==> src/core/ssf_pkg.sv <==
package ssf_pkg;

   // ----------------------------------------------------------------
   // register map
   // ----------------------------------------------------------------
   localparam logic [7:0] SSF_BUF_OFFSET = 8'h13;
   localparam logic [7:0] SSF_CTRL_OFFSET = 8'h14;
   localparam logic [7:0] SSF_STAT_OFFSET = 8'h94;

   // ----------------------------------------------------------------
   // field positions
   // ----------------------------------------------------------------
   localparam int SSF_CTRL_WRITE_COLLISION_FLAG = 7;
   localparam int SSF_CTRL_OVF = 6;
   localparam int SSF_CTRL_EN = 5;
   localparam int SSF_CTRL_CKP = 4;
   localparam int SSF_STAT_SMP = 7;
   localparam int SSF_STAT_CKE = 6;
   localparam int SSF_STAT_DA = 5;
   localparam int SSF_STAT_STOP = 4;
   localparam int SSF_STAT_START = 3;
   localparam int SSF_STAT_RW = 2;
   localparam int SSF_STAT_UA = 1;
   localparam int SSF_STAT_BF = 0;

   // ----------------------------------------------------------------
   // reset values and mode codes
   // ----------------------------------------------------------------
   localparam logic [7:0] SSF_CTRL_RESET = 8'h00;
   localparam logic [7:0] SSF_STAT_RESET = 8'h00;
   localparam logic [7:0] SSF_BUF_RESET = 8'h00;
   localparam logic [3:0] SSF_MODE_I2C_7 = 4'h6;
   localparam logic [3:0] SSF_MODE_I2C_10 = 4'h7;
   localparam logic [3:0] SSF_MODE_I2C_7_SP = 4'hB;
   localparam logic [3:0] SSF_MODE_I2C_10_SP = 4'hF;

   // register port request
   typedef struct packed {
      logic [7:0] addr;
      logic [7:0] wdata;
      logic wr;
      logic rd;
   } ssf_req_t;

   // byte events reported by the shift engine
   typedef struct packed {
      logic rx_done;
      logic [7:0] rx_data;
      logic tx_done;
      logic is_data;
      logic addr_match;
      logic rw_bit;
      logic addr_update;
      logic busy;
   } ssf_shift_t;

endpackage

==> src/core/ssf_cond_detect.sv <==
`timescale 1ns/1ps
`default_nettype none

module ssf_cond_detect
(
   input wire logic i_clk,
   input wire logic i_rst,
   input wire logic i_scl,
   input wire logic i_sda,
   output logic o_start,
   output logic o_stop
);
   import ssf_pkg::*;

   logic [2:0] scl_sync_reg;
   logic [2:0] sda_sync_reg;
   logic scl_reg;
   logic sda_reg;

   // ----------------------------------------------------------------
   // pin synchronisers
   // ----------------------------------------------------------------
   // three stages; only the second and third are compared
   always_ff @(posedge i_clk)
   begin
      if (i_rst)
      begin
         scl_sync_reg <= 3'h7;
         sda_sync_reg <= 3'h7;
      end
      else
      begin
         scl_sync_reg <= {scl_sync_reg[1:0], i_scl};
         sda_sync_reg <= {sda_sync_reg[1:0], i_sda};
      end
   end

   // filtered levels move only when stages two and three agree
   always_ff @(posedge i_clk)
   begin
      if (i_rst)
      begin
         scl_reg <= 1'b1;
         sda_reg <= 1'b1;
      end
      else
      begin
         if (scl_sync_reg[1] == scl_sync_reg[2])
            scl_reg <= scl_sync_reg[2];
         if (sda_sync_reg[1] == sda_sync_reg[2])
            sda_reg <= sda_sync_reg[2];
      end
   end

   // ----------------------------------------------------------------
   // bus conditions
   // ----------------------------------------------------------------
   // data edge while clock high; scl is compared at its settled level
   always_ff @(posedge i_clk)
   begin
      if (i_rst)
      begin
         o_start <= 1'b0;
         o_stop <= 1'b0;
      end
      else
      begin
         o_start <= scl_reg && sda_reg && (sda_sync_reg[1] == sda_sync_reg[2])
            && !sda_sync_reg[2];
         o_stop <= scl_reg && !sda_reg && (sda_sync_reg[1] == sda_sync_reg[2])
            && sda_sync_reg[2];
      end
   end

endmodule

`default_nettype wire

==> src/core/ssf_status_flags.sv <==
// Local design decision: the address-and-strobe port.
`timescale 1ns/1ps
`default_nettype none

// What this block does
// [RQ1] in i2c mode data/address flag shows whether the last byte was data
// [RQ2] stop flag set by the latest stop condition, zero after reset
// [RQ3] stop flag clears on port disable or a later start
// [RQ4] start flag clears on port disable or a later stop
// [RQ5] read/write bit captured at each matching address in i2c mode
// [RQ6] buffer-full set when a received byte completes, clear when empty
// [RQ7] write collision set when the buffer is written while shifting
// [RQ8] software clears write collision; writable control bits reset to zero
// [RQ9] i2c receive overflow set when a byte arrives into a full buffer
// [RQ10] i2c transmit holds buffer-full high until the transmission completes
module ssf_status_flags
(
   input wire logic i_clk,
   input wire logic i_rst,
   input wire ssf_pkg::ssf_req_t i_req,
   output logic [7:0] o_rdata,
   input wire ssf_pkg::ssf_shift_t i_shift,
   input wire logic i_scl,
   input wire logic i_sda,
   output logic [7:0] o_tx_data,
   output logic o_tx_load,
   output logic o_port_enable,
   output logic o_clk_release,
   output logic [3:0] o_mode,
   output logic o_sample_late,
   output logic o_clk_edge
);
   import ssf_pkg::*;

   logic [7:0] ctrl_reg;
   logic [7:0] buf_reg;
   logic smp_reg;
   logic cke_reg;
   logic da_reg;
   logic stop_reg;
   logic start_reg;
   logic rw_reg;
   logic ua_reg;
   logic bf_reg;
   logic tx_bf_reg;
   logic start_det;
   logic stop_det;
   logic i2c_mode;
   logic enabled;
   logic wr_ctrl;
   logic wr_stat;
   logic wr_buf;
   logic rd_buf;
   logic collide;
   logic overflow;
   logic [7:0] stat_view;

   // ----------------------------------------------------------------
   // helpers
   // ----------------------------------------------------------------
   // the four mode codes that select i2c slave operation
   function automatic logic is_i2c(input logic [3:0] mode);
      case (mode)
         SSF_MODE_I2C_7, SSF_MODE_I2C_10,
         SSF_MODE_I2C_7_SP, SSF_MODE_I2C_10_SP: is_i2c = 1'b1;
         default: is_i2c = 1'b0;
      endcase
   endfunction

   // bus condition detector on the raw pins
   ssf_cond_detect u_cond
   (
      .i_clk(i_clk),
      .i_rst(i_rst),
      .i_scl(i_scl),
      .i_sda(i_sda),
      .o_start(start_det),
      .o_stop(stop_det)
   );

   // address decode, strobes from the register port
   assign i2c_mode = is_i2c(ctrl_reg[3:0]);
   assign enabled = ctrl_reg[SSF_CTRL_EN];
   assign wr_ctrl = i_req.wr && (i_req.addr == SSF_CTRL_OFFSET);
   assign wr_stat = i_req.wr && (i_req.addr == SSF_STAT_OFFSET);
   assign wr_buf = i_req.wr && (i_req.addr == SSF_BUF_OFFSET);
   assign rd_buf = i_req.rd && (i_req.addr == SSF_BUF_OFFSET);

   // [RQ7] collision on busy write
   assign collide = wr_buf && i_shift.busy;
   // [RQ9] overflow into full buffer
   assign overflow = enabled && i_shift.rx_done && bf_reg;

   // ----------------------------------------------------------------
   // control register
   // ----------------------------------------------------------------
   // [RQ8] software clears collision
   // hardware set wins over a same-cycle software clear
   always_ff @(posedge i_clk)
   begin
      if (i_rst)
         ctrl_reg <= SSF_CTRL_RESET;
      else
      begin
         if (wr_ctrl)
            ctrl_reg <= i_req.wdata;
         if (collide)
            ctrl_reg[SSF_CTRL_WRITE_COLLISION_FLAG] <= 1'b1;
         // overflow only counted in i2c mode or spi slave modes
         if (overflow && (i2c_mode || ctrl_reg[2]))
            ctrl_reg[SSF_CTRL_OVF] <= 1'b1;
      end
   end

   // sampling options held in the status register's upper bits
   always_ff @(posedge i_clk)
   begin
      if (i_rst)
      begin
         smp_reg <= 1'b0;
         cke_reg <= 1'b0;
      end
      else if (wr_stat)
      begin
         smp_reg <= i_req.wdata[SSF_STAT_SMP];
         cke_reg <= i_req.wdata[SSF_STAT_CKE];
      end
   end

   // ----------------------------------------------------------------
   // bus condition flags
   // ----------------------------------------------------------------
   // disable wipes both; a condition clears the other one
   always_ff @(posedge i_clk)
   begin
      if (i_rst)
      begin
         stop_reg <= 1'b0;
         start_reg <= 1'b0;
      end
      else if (!enabled)
      begin
         // [RQ3] disable clears stop
         stop_reg <= 1'b0;
         // [RQ4] disable clears start
         start_reg <= 1'b0;
      end
      else if (i2c_mode)
      begin
         if (stop_det)
         begin
            // [RQ2] stop sets flag
            stop_reg <= 1'b1;
            // [RQ4] stop clears start
            start_reg <= 1'b0;
         end
         else if (start_det)
         begin
            start_reg <= 1'b1;
            // [RQ3] start clears stop
            stop_reg <= 1'b0;
         end
      end
   end

   // ----------------------------------------------------------------
   // byte bookkeeping
   // ----------------------------------------------------------------
   // [RQ1] data versus address
   always_ff @(posedge i_clk)
   begin
      if (i_rst)
         da_reg <= 1'b0;
      else if (!enabled)
         da_reg <= 1'b0;
      else if (i2c_mode && (i_shift.rx_done || i_shift.tx_done))
         da_reg <= i_shift.is_data;
   end

   // [RQ5] direction capture
   // stays until the next match or a port disable; only meaningful up to the stop
   always_ff @(posedge i_clk)
   begin
      if (i_rst)
         rw_reg <= 1'b0;
      else if (!enabled)
         rw_reg <= 1'b0;
      else if (i2c_mode && i_shift.addr_match)
         rw_reg <= i_shift.rw_bit;
   end

   // address update request mirrors the engine while enabled in i2c mode
   always_ff @(posedge i_clk)
   begin
      if (i_rst)
         ua_reg <= 1'b0;
      else
         ua_reg <= enabled && i2c_mode && i_shift.addr_update;
   end

   // ----------------------------------------------------------------
   // data buffer and buffer-full
   // ----------------------------------------------------------------
   // a byte arriving into a full buffer is dropped, not merged
   always_ff @(posedge i_clk)
   begin
      if (i_rst)
         buf_reg <= SSF_BUF_RESET;
      else if (enabled && i_shift.rx_done && !bf_reg)
         buf_reg <= i_shift.rx_data;
      else if (wr_buf && !i_shift.busy)
         buf_reg <= i_req.wdata;
   end

   // [RQ6] receive fills, read empties
   // a read in the same cycle as a new byte leaves the flag set
   always_ff @(posedge i_clk)
   begin
      if (i_rst)
         bf_reg <= 1'b0;
      else if (!enabled)
         bf_reg <= 1'b0;
      else if (i_shift.rx_done)
         bf_reg <= 1'b1;
      else if (rd_buf)
         bf_reg <= 1'b0;
   end

   // [RQ10] transmit in progress
   always_ff @(posedge i_clk)
   begin
      if (i_rst)
         tx_bf_reg <= 1'b0;
      else if (!enabled || !i2c_mode)
         tx_bf_reg <= 1'b0;
      else if (wr_buf && !i_shift.busy)
         tx_bf_reg <= 1'b1;
      else if (i_shift.tx_done)
         tx_bf_reg <= 1'b0;
   end

   // transmit hand-off to the shift engine; collided writes never load
   always_ff @(posedge i_clk)
   begin
      if (i_rst)
      begin
         o_tx_data <= SSF_BUF_RESET;
         o_tx_load <= 1'b0;
      end
      else
      begin
         o_tx_load <= wr_buf && !i_shift.busy && enabled;
         if (wr_buf && !i_shift.busy)
            o_tx_data <= i_req.wdata;
      end
   end

   // ----------------------------------------------------------------
   // read path and configuration outputs
   // ----------------------------------------------------------------
   always_comb
   begin
      stat_view = SSF_STAT_RESET;
      stat_view[SSF_STAT_SMP] = smp_reg;
      stat_view[SSF_STAT_CKE] = cke_reg;
      stat_view[SSF_STAT_DA] = da_reg;
      stat_view[SSF_STAT_STOP] = stop_reg;
      stat_view[SSF_STAT_START] = start_reg;
      stat_view[SSF_STAT_RW] = rw_reg;
      stat_view[SSF_STAT_UA] = ua_reg;
      stat_view[SSF_STAT_BF] = bf_reg || tx_bf_reg;
   end

   // data one cycle after the strobe; unmapped addresses read zero
   always_ff @(posedge i_clk)
   begin
      if (i_rst)
         o_rdata <= 8'h00;
      else if (i_req.rd)
      begin
         case (i_req.addr)
            SSF_BUF_OFFSET: o_rdata <= buf_reg;
            SSF_CTRL_OFFSET: o_rdata <= ctrl_reg;
            SSF_STAT_OFFSET: o_rdata <= stat_view;
            default: o_rdata <= 8'h00;
         endcase
      end
      else
         o_rdata <= 8'h00;
   end

   // configuration copies, registered so outputs come from flops
   always_ff @(posedge i_clk)
   begin
      if (i_rst)
      begin
         o_port_enable <= 1'b0;
         o_clk_release <= 1'b0;
         o_mode <= 4'h0;
         o_sample_late <= 1'b0;
         o_clk_edge <= 1'b0;
      end
      else
      begin
         o_port_enable <= ctrl_reg[SSF_CTRL_EN];
         o_clk_release <= ctrl_reg[SSF_CTRL_CKP];
         o_mode <= ctrl_reg[3:0];
         o_sample_late <= smp_reg;
         o_clk_edge <= cke_reg;
      end
   end

endmodule

`default_nettype wire

==> config.mk <==
export PLATFORM = sky130hd
export DESIGN_NAME = ssf_status_flags
export DESIGN_NICKNAME = d
export VERILOG_FILES = /design/src/core/ssf_pkg.sv /design/src/core/ssf_cond_detect.sv /design/src/core/ssf_status_flags.sv
export SDC_FILE = /design/constraint.sdc
export NUM_CORES = 1
export LEC_CHECK = 0
export ABC_AREA = 1
export BUFFER_PORTS_ARGS = -buffer_cell sky130_fd_sc_hd__buf_4
export CAP_MARGIN = 20
export CORE_MARGIN = 2
export CORE_UTILIZATION = 52
export CTS_CLUSTER_DIAMETER = 60
export DETAILED_ROUTE_END_ITERATION = 6
export GPL_TIMING_DRIVEN = 0
export PLACE_DENSITY_LB_ADDON = 0.15
export SLEW_MARGIN = 15
export SYNTH_ARGS = -nofsm -noshare
export SYNTH_HDL_FRONTEND = slang
export SYNTH_SLANG_ARGS = --single-unit
==> constraint.sdc <==
create_clock -name i_clk -period 1.6 [get_ports i_clk]
set_input_delay 0.32 -clock i_clk [delete_from_list [all_inputs] [get_ports i_clk]]
set_output_delay 0.32 -clock i_clk [all_outputs]
set_load 0.05 [all_outputs]
==> results.md <==
* FF-to-FF End: buf_reg[4]
* Via count at 2278
* DIE HEIGHT at 72.87 um
* Drt first pass iters at 4
* WP data required at 1800 ps
* Synth cell count leaders: nand2_1 (79), dfxtp_1 (60), nor2_1 (43)
* Clock power frac at 45.0%
* Syn Inst Count at 320
* Hold_buf cts at 0
* Hold Crit Depth at 2
* Die area at 0.005309 mm2
* Post-DP Area at 0.002992 mm2
* Layout cells sized above 1 at 26.70%
* All-layer global routing usage at 23.05%
* Min Tclk post-route at 1426 ps
* Crit end category: register
* Vias in the first global route at 2121
* Die width at 72.87 um
* CTS resizes at 0
* Starting density of the core at 52.91%
* F_max at 701.3 MHz
* R2R Path Start: ctrl_reg[5]
* Met2 WL at 2.669 mm
* Place WS at 78.08 ps
* Status: finished clean
* RSZ-0062 raised after global routing: false
* Critical path fanouts, max at 10
* Pwr/cell area at 952.9 mW/mm2
* Clk sinks at 60
* Final setup violation count at 0
* Clock Path Buffers at 2
* Met3 wire len at 395 um
* Sequential Power Share at 49.4%
* CORE AREA at 0.004661 mm2
* Logic pwr share at 5.6%
* Routability Congestion at 0.8778
* Worst hold path class: primary input to register
* Post-synth top area cell: dfxtp_1
* Non-filler cells, final at 451
* Flops & latches, synth at 60
* Max Used Layer: met4
* H-tree depth at 3
* Max_cap viols at 0
* Clock skew at 4.703 ps
* Setup TNS at 0 ps
* Placed cell count at 435
* Final core utilization at 68.54%
* Register area share after synthesis at 48.71%
* Maximum VDD drop at 0.0004788 V
* First-pass GRT wire length at 9.239 mm
* Worst-skew pair later-pin latency at 330 ps
* Pin count of the biggest net entering global routing at 11
* Fin. Hold Viols at 0
* Endpoint, Worst Hold: u_cond.sda_sync_reg[0]
* Final Hold Slack at 169.1 ps
* Total power at 3.044 mW
* Syn Nets at 357
* DR vias/cell at 5.051
* Overflow after GRT at 0
* Least-Margin Pin Slew at 508.7 ps
* Worst slew margin at 66.08%
* Design area at 0.003194 mm2
* Reg clk slew, reported paths at 60 ps
* Post-DP HPWL at 4.225 mm
* Yosys warns at 0
* 1st-iter DRT viols at 107
* Pint at 2.380 mW
* Post-synth EDFFs at 0
* Leak at 1.459 nW
* Critical Path AT at 1630 ps
* Crit share post-route at 89.12%
* Sw Share at 21.82%
* FFs w/ async S/R, synth at 0%
* IO Count at 62
* Nets at 429
* Avg WL per Cell at 12.48 um
* Synth Flop Type: dfxtp_1
* Final WS setup at 174.0 ps
* Antenna-violating nets left at 0
* R2R depth at 8
* Metal1 wirelength at 2.440 mm
* Final routed DRC violation total at 0
* Antenna violations before repair at 0
* Area Growth Syn to Fin at 29.53%
* Worst reg2reg setup slack at 170 ps
* CP Class: register to register
* Row count at 25
* Yosys cell types at 28
* Final WL at 5.629 mm
* Sw Pwr at 0.6642 mW
* Cell Area, Synth at 0.002466 mm2
* CTS buffer count at 9
* TritonCTS clock tree: built
* Hold path start: i_sda
* Antenna fix cells at 0
* IO buf count at 61
* Postcts setup bufs at 0
* Count leader, synth: nand2_1
* Max Slew Vio Count at 0
* Area share of the largest cell type after synthesis at 48.71%
* Startpoint Class: register
* Synth top area cells: dfxtp_1 (49%), nand2_1 (12%), nor2_1 (6.5%), a21oi_1 (5.9%), inv_1 (4.3%)
* Mapped Avg Cell Area at 7.707 um2
* CTS Root Cell: clkbuf_8
-- final cells by class --
cell class / count / area (um2)
fillers: 433 / 1466
flip-flops and latches: 60 / 1201
multi-input cells: 218 / 1079
repair buffers: 61 / 457.9
clock buffers: 12 / 155.1
inverters: 33 / 126.4
well taps: 54 / 67.56
plain buffers: 9 / 60.06
clock inverters: 4 / 47.55
-- power groups by stage --
stage          combinational (mW)  clock (mW)  sequential, mW
5_1_grt                     0.187        1.45            1.50
4_1_cts                     0.171        1.39            1.50
3_3_place_gp                0.167           0            1.54
3_5_place_dp                0.170           0            1.54
2_1_floorplan              0.0648           0            1.54
6_report                    0.171        1.37            1.50
-- kinds of logic (layout without fill, tap and decap cells) --
kind of cell           after synthesis  count (layout)  share of synthesized area [%]
and+or+nand+nor                    174             174                          34.65
buffers and inverters               42             119                          7.560
AOI/OAI and AO/OA                   44              44                          9.082
DFF                                 60              60                          48.71
-- layout by cell type, fill, tap and decap left out --
| cell type | n |
|---|---|
| nand2_1 | 79 |
| buf_4 | 62 |
| dfxtp_1 | 60 |
| nor2_1 | 43 |
| a21oi_1 | 29 |
| inv_1 | 28 |
| nand3_1 | 15 |
| o21ai_0 | 14 |
| clkbuf_8 | 11 |
| nand4_1 | 10 |
| or2_2 | 7 |
| clkbuf_1 | 6 |
| nand3_4 | 3 |
| inv_2 | 3 |
| nand2_4 | 3 |
| buf_6 | 3 |
| nor3_1 | 3 |
| nand2_2 | 2 |
| nor2_8 | 2 |
| clkinv_2 | 2 |
| nor2_2 | 1 |
| clkinv_1 | 1 |
| nor3_4 | 1 |
| inv_4 | 1 |
| a21oi_2 | 1 |
| or2_4 | 1 |
| nand3_2 | 1 |
| nor4_1 | 1 |
| and3_1 | 1 |
| nand3b_1 | 1 |
| clkinvlp_4 | 1 |
| bufinv_16 | 1 |
-- worst max-delay path by stage --
stage,end,cells after the start,slack (ps),start
global placement,o_tx_data[6],8,110,i_req[13]
global route,buf_reg[4],8,70,ctrl_reg[5]
detailed placement,o_tx_data[0],8,80,i_req[13]
CTS,buf_reg[4],8,180,ctrl_reg[5]
finish,buf_reg[4],8,170,ctrl_reg[5]
floorplan,ctrl_reg[1],6,340,i_req[10]
-- layer usage --
metal | GRT usage, % | vias up
met2 | 38.48 | 83
met1 | 28.27 | 1021
met3 | 4.144 | 13
met4 | 12.14 | 0
li1 | - | 1161
met5 | 0 | -
-- worst max-delay path, cell delays in order, from the launching register on --
cell and delay (ps):
dfxtp_1 340, inv_2 70, nor3_4 400, inv_4 120
buf_6 160, nand2_1 50, nand2_1 40, nand2_1 50
a21oi_1 50
Note: power is estimated with default switching activity, not from simulation.
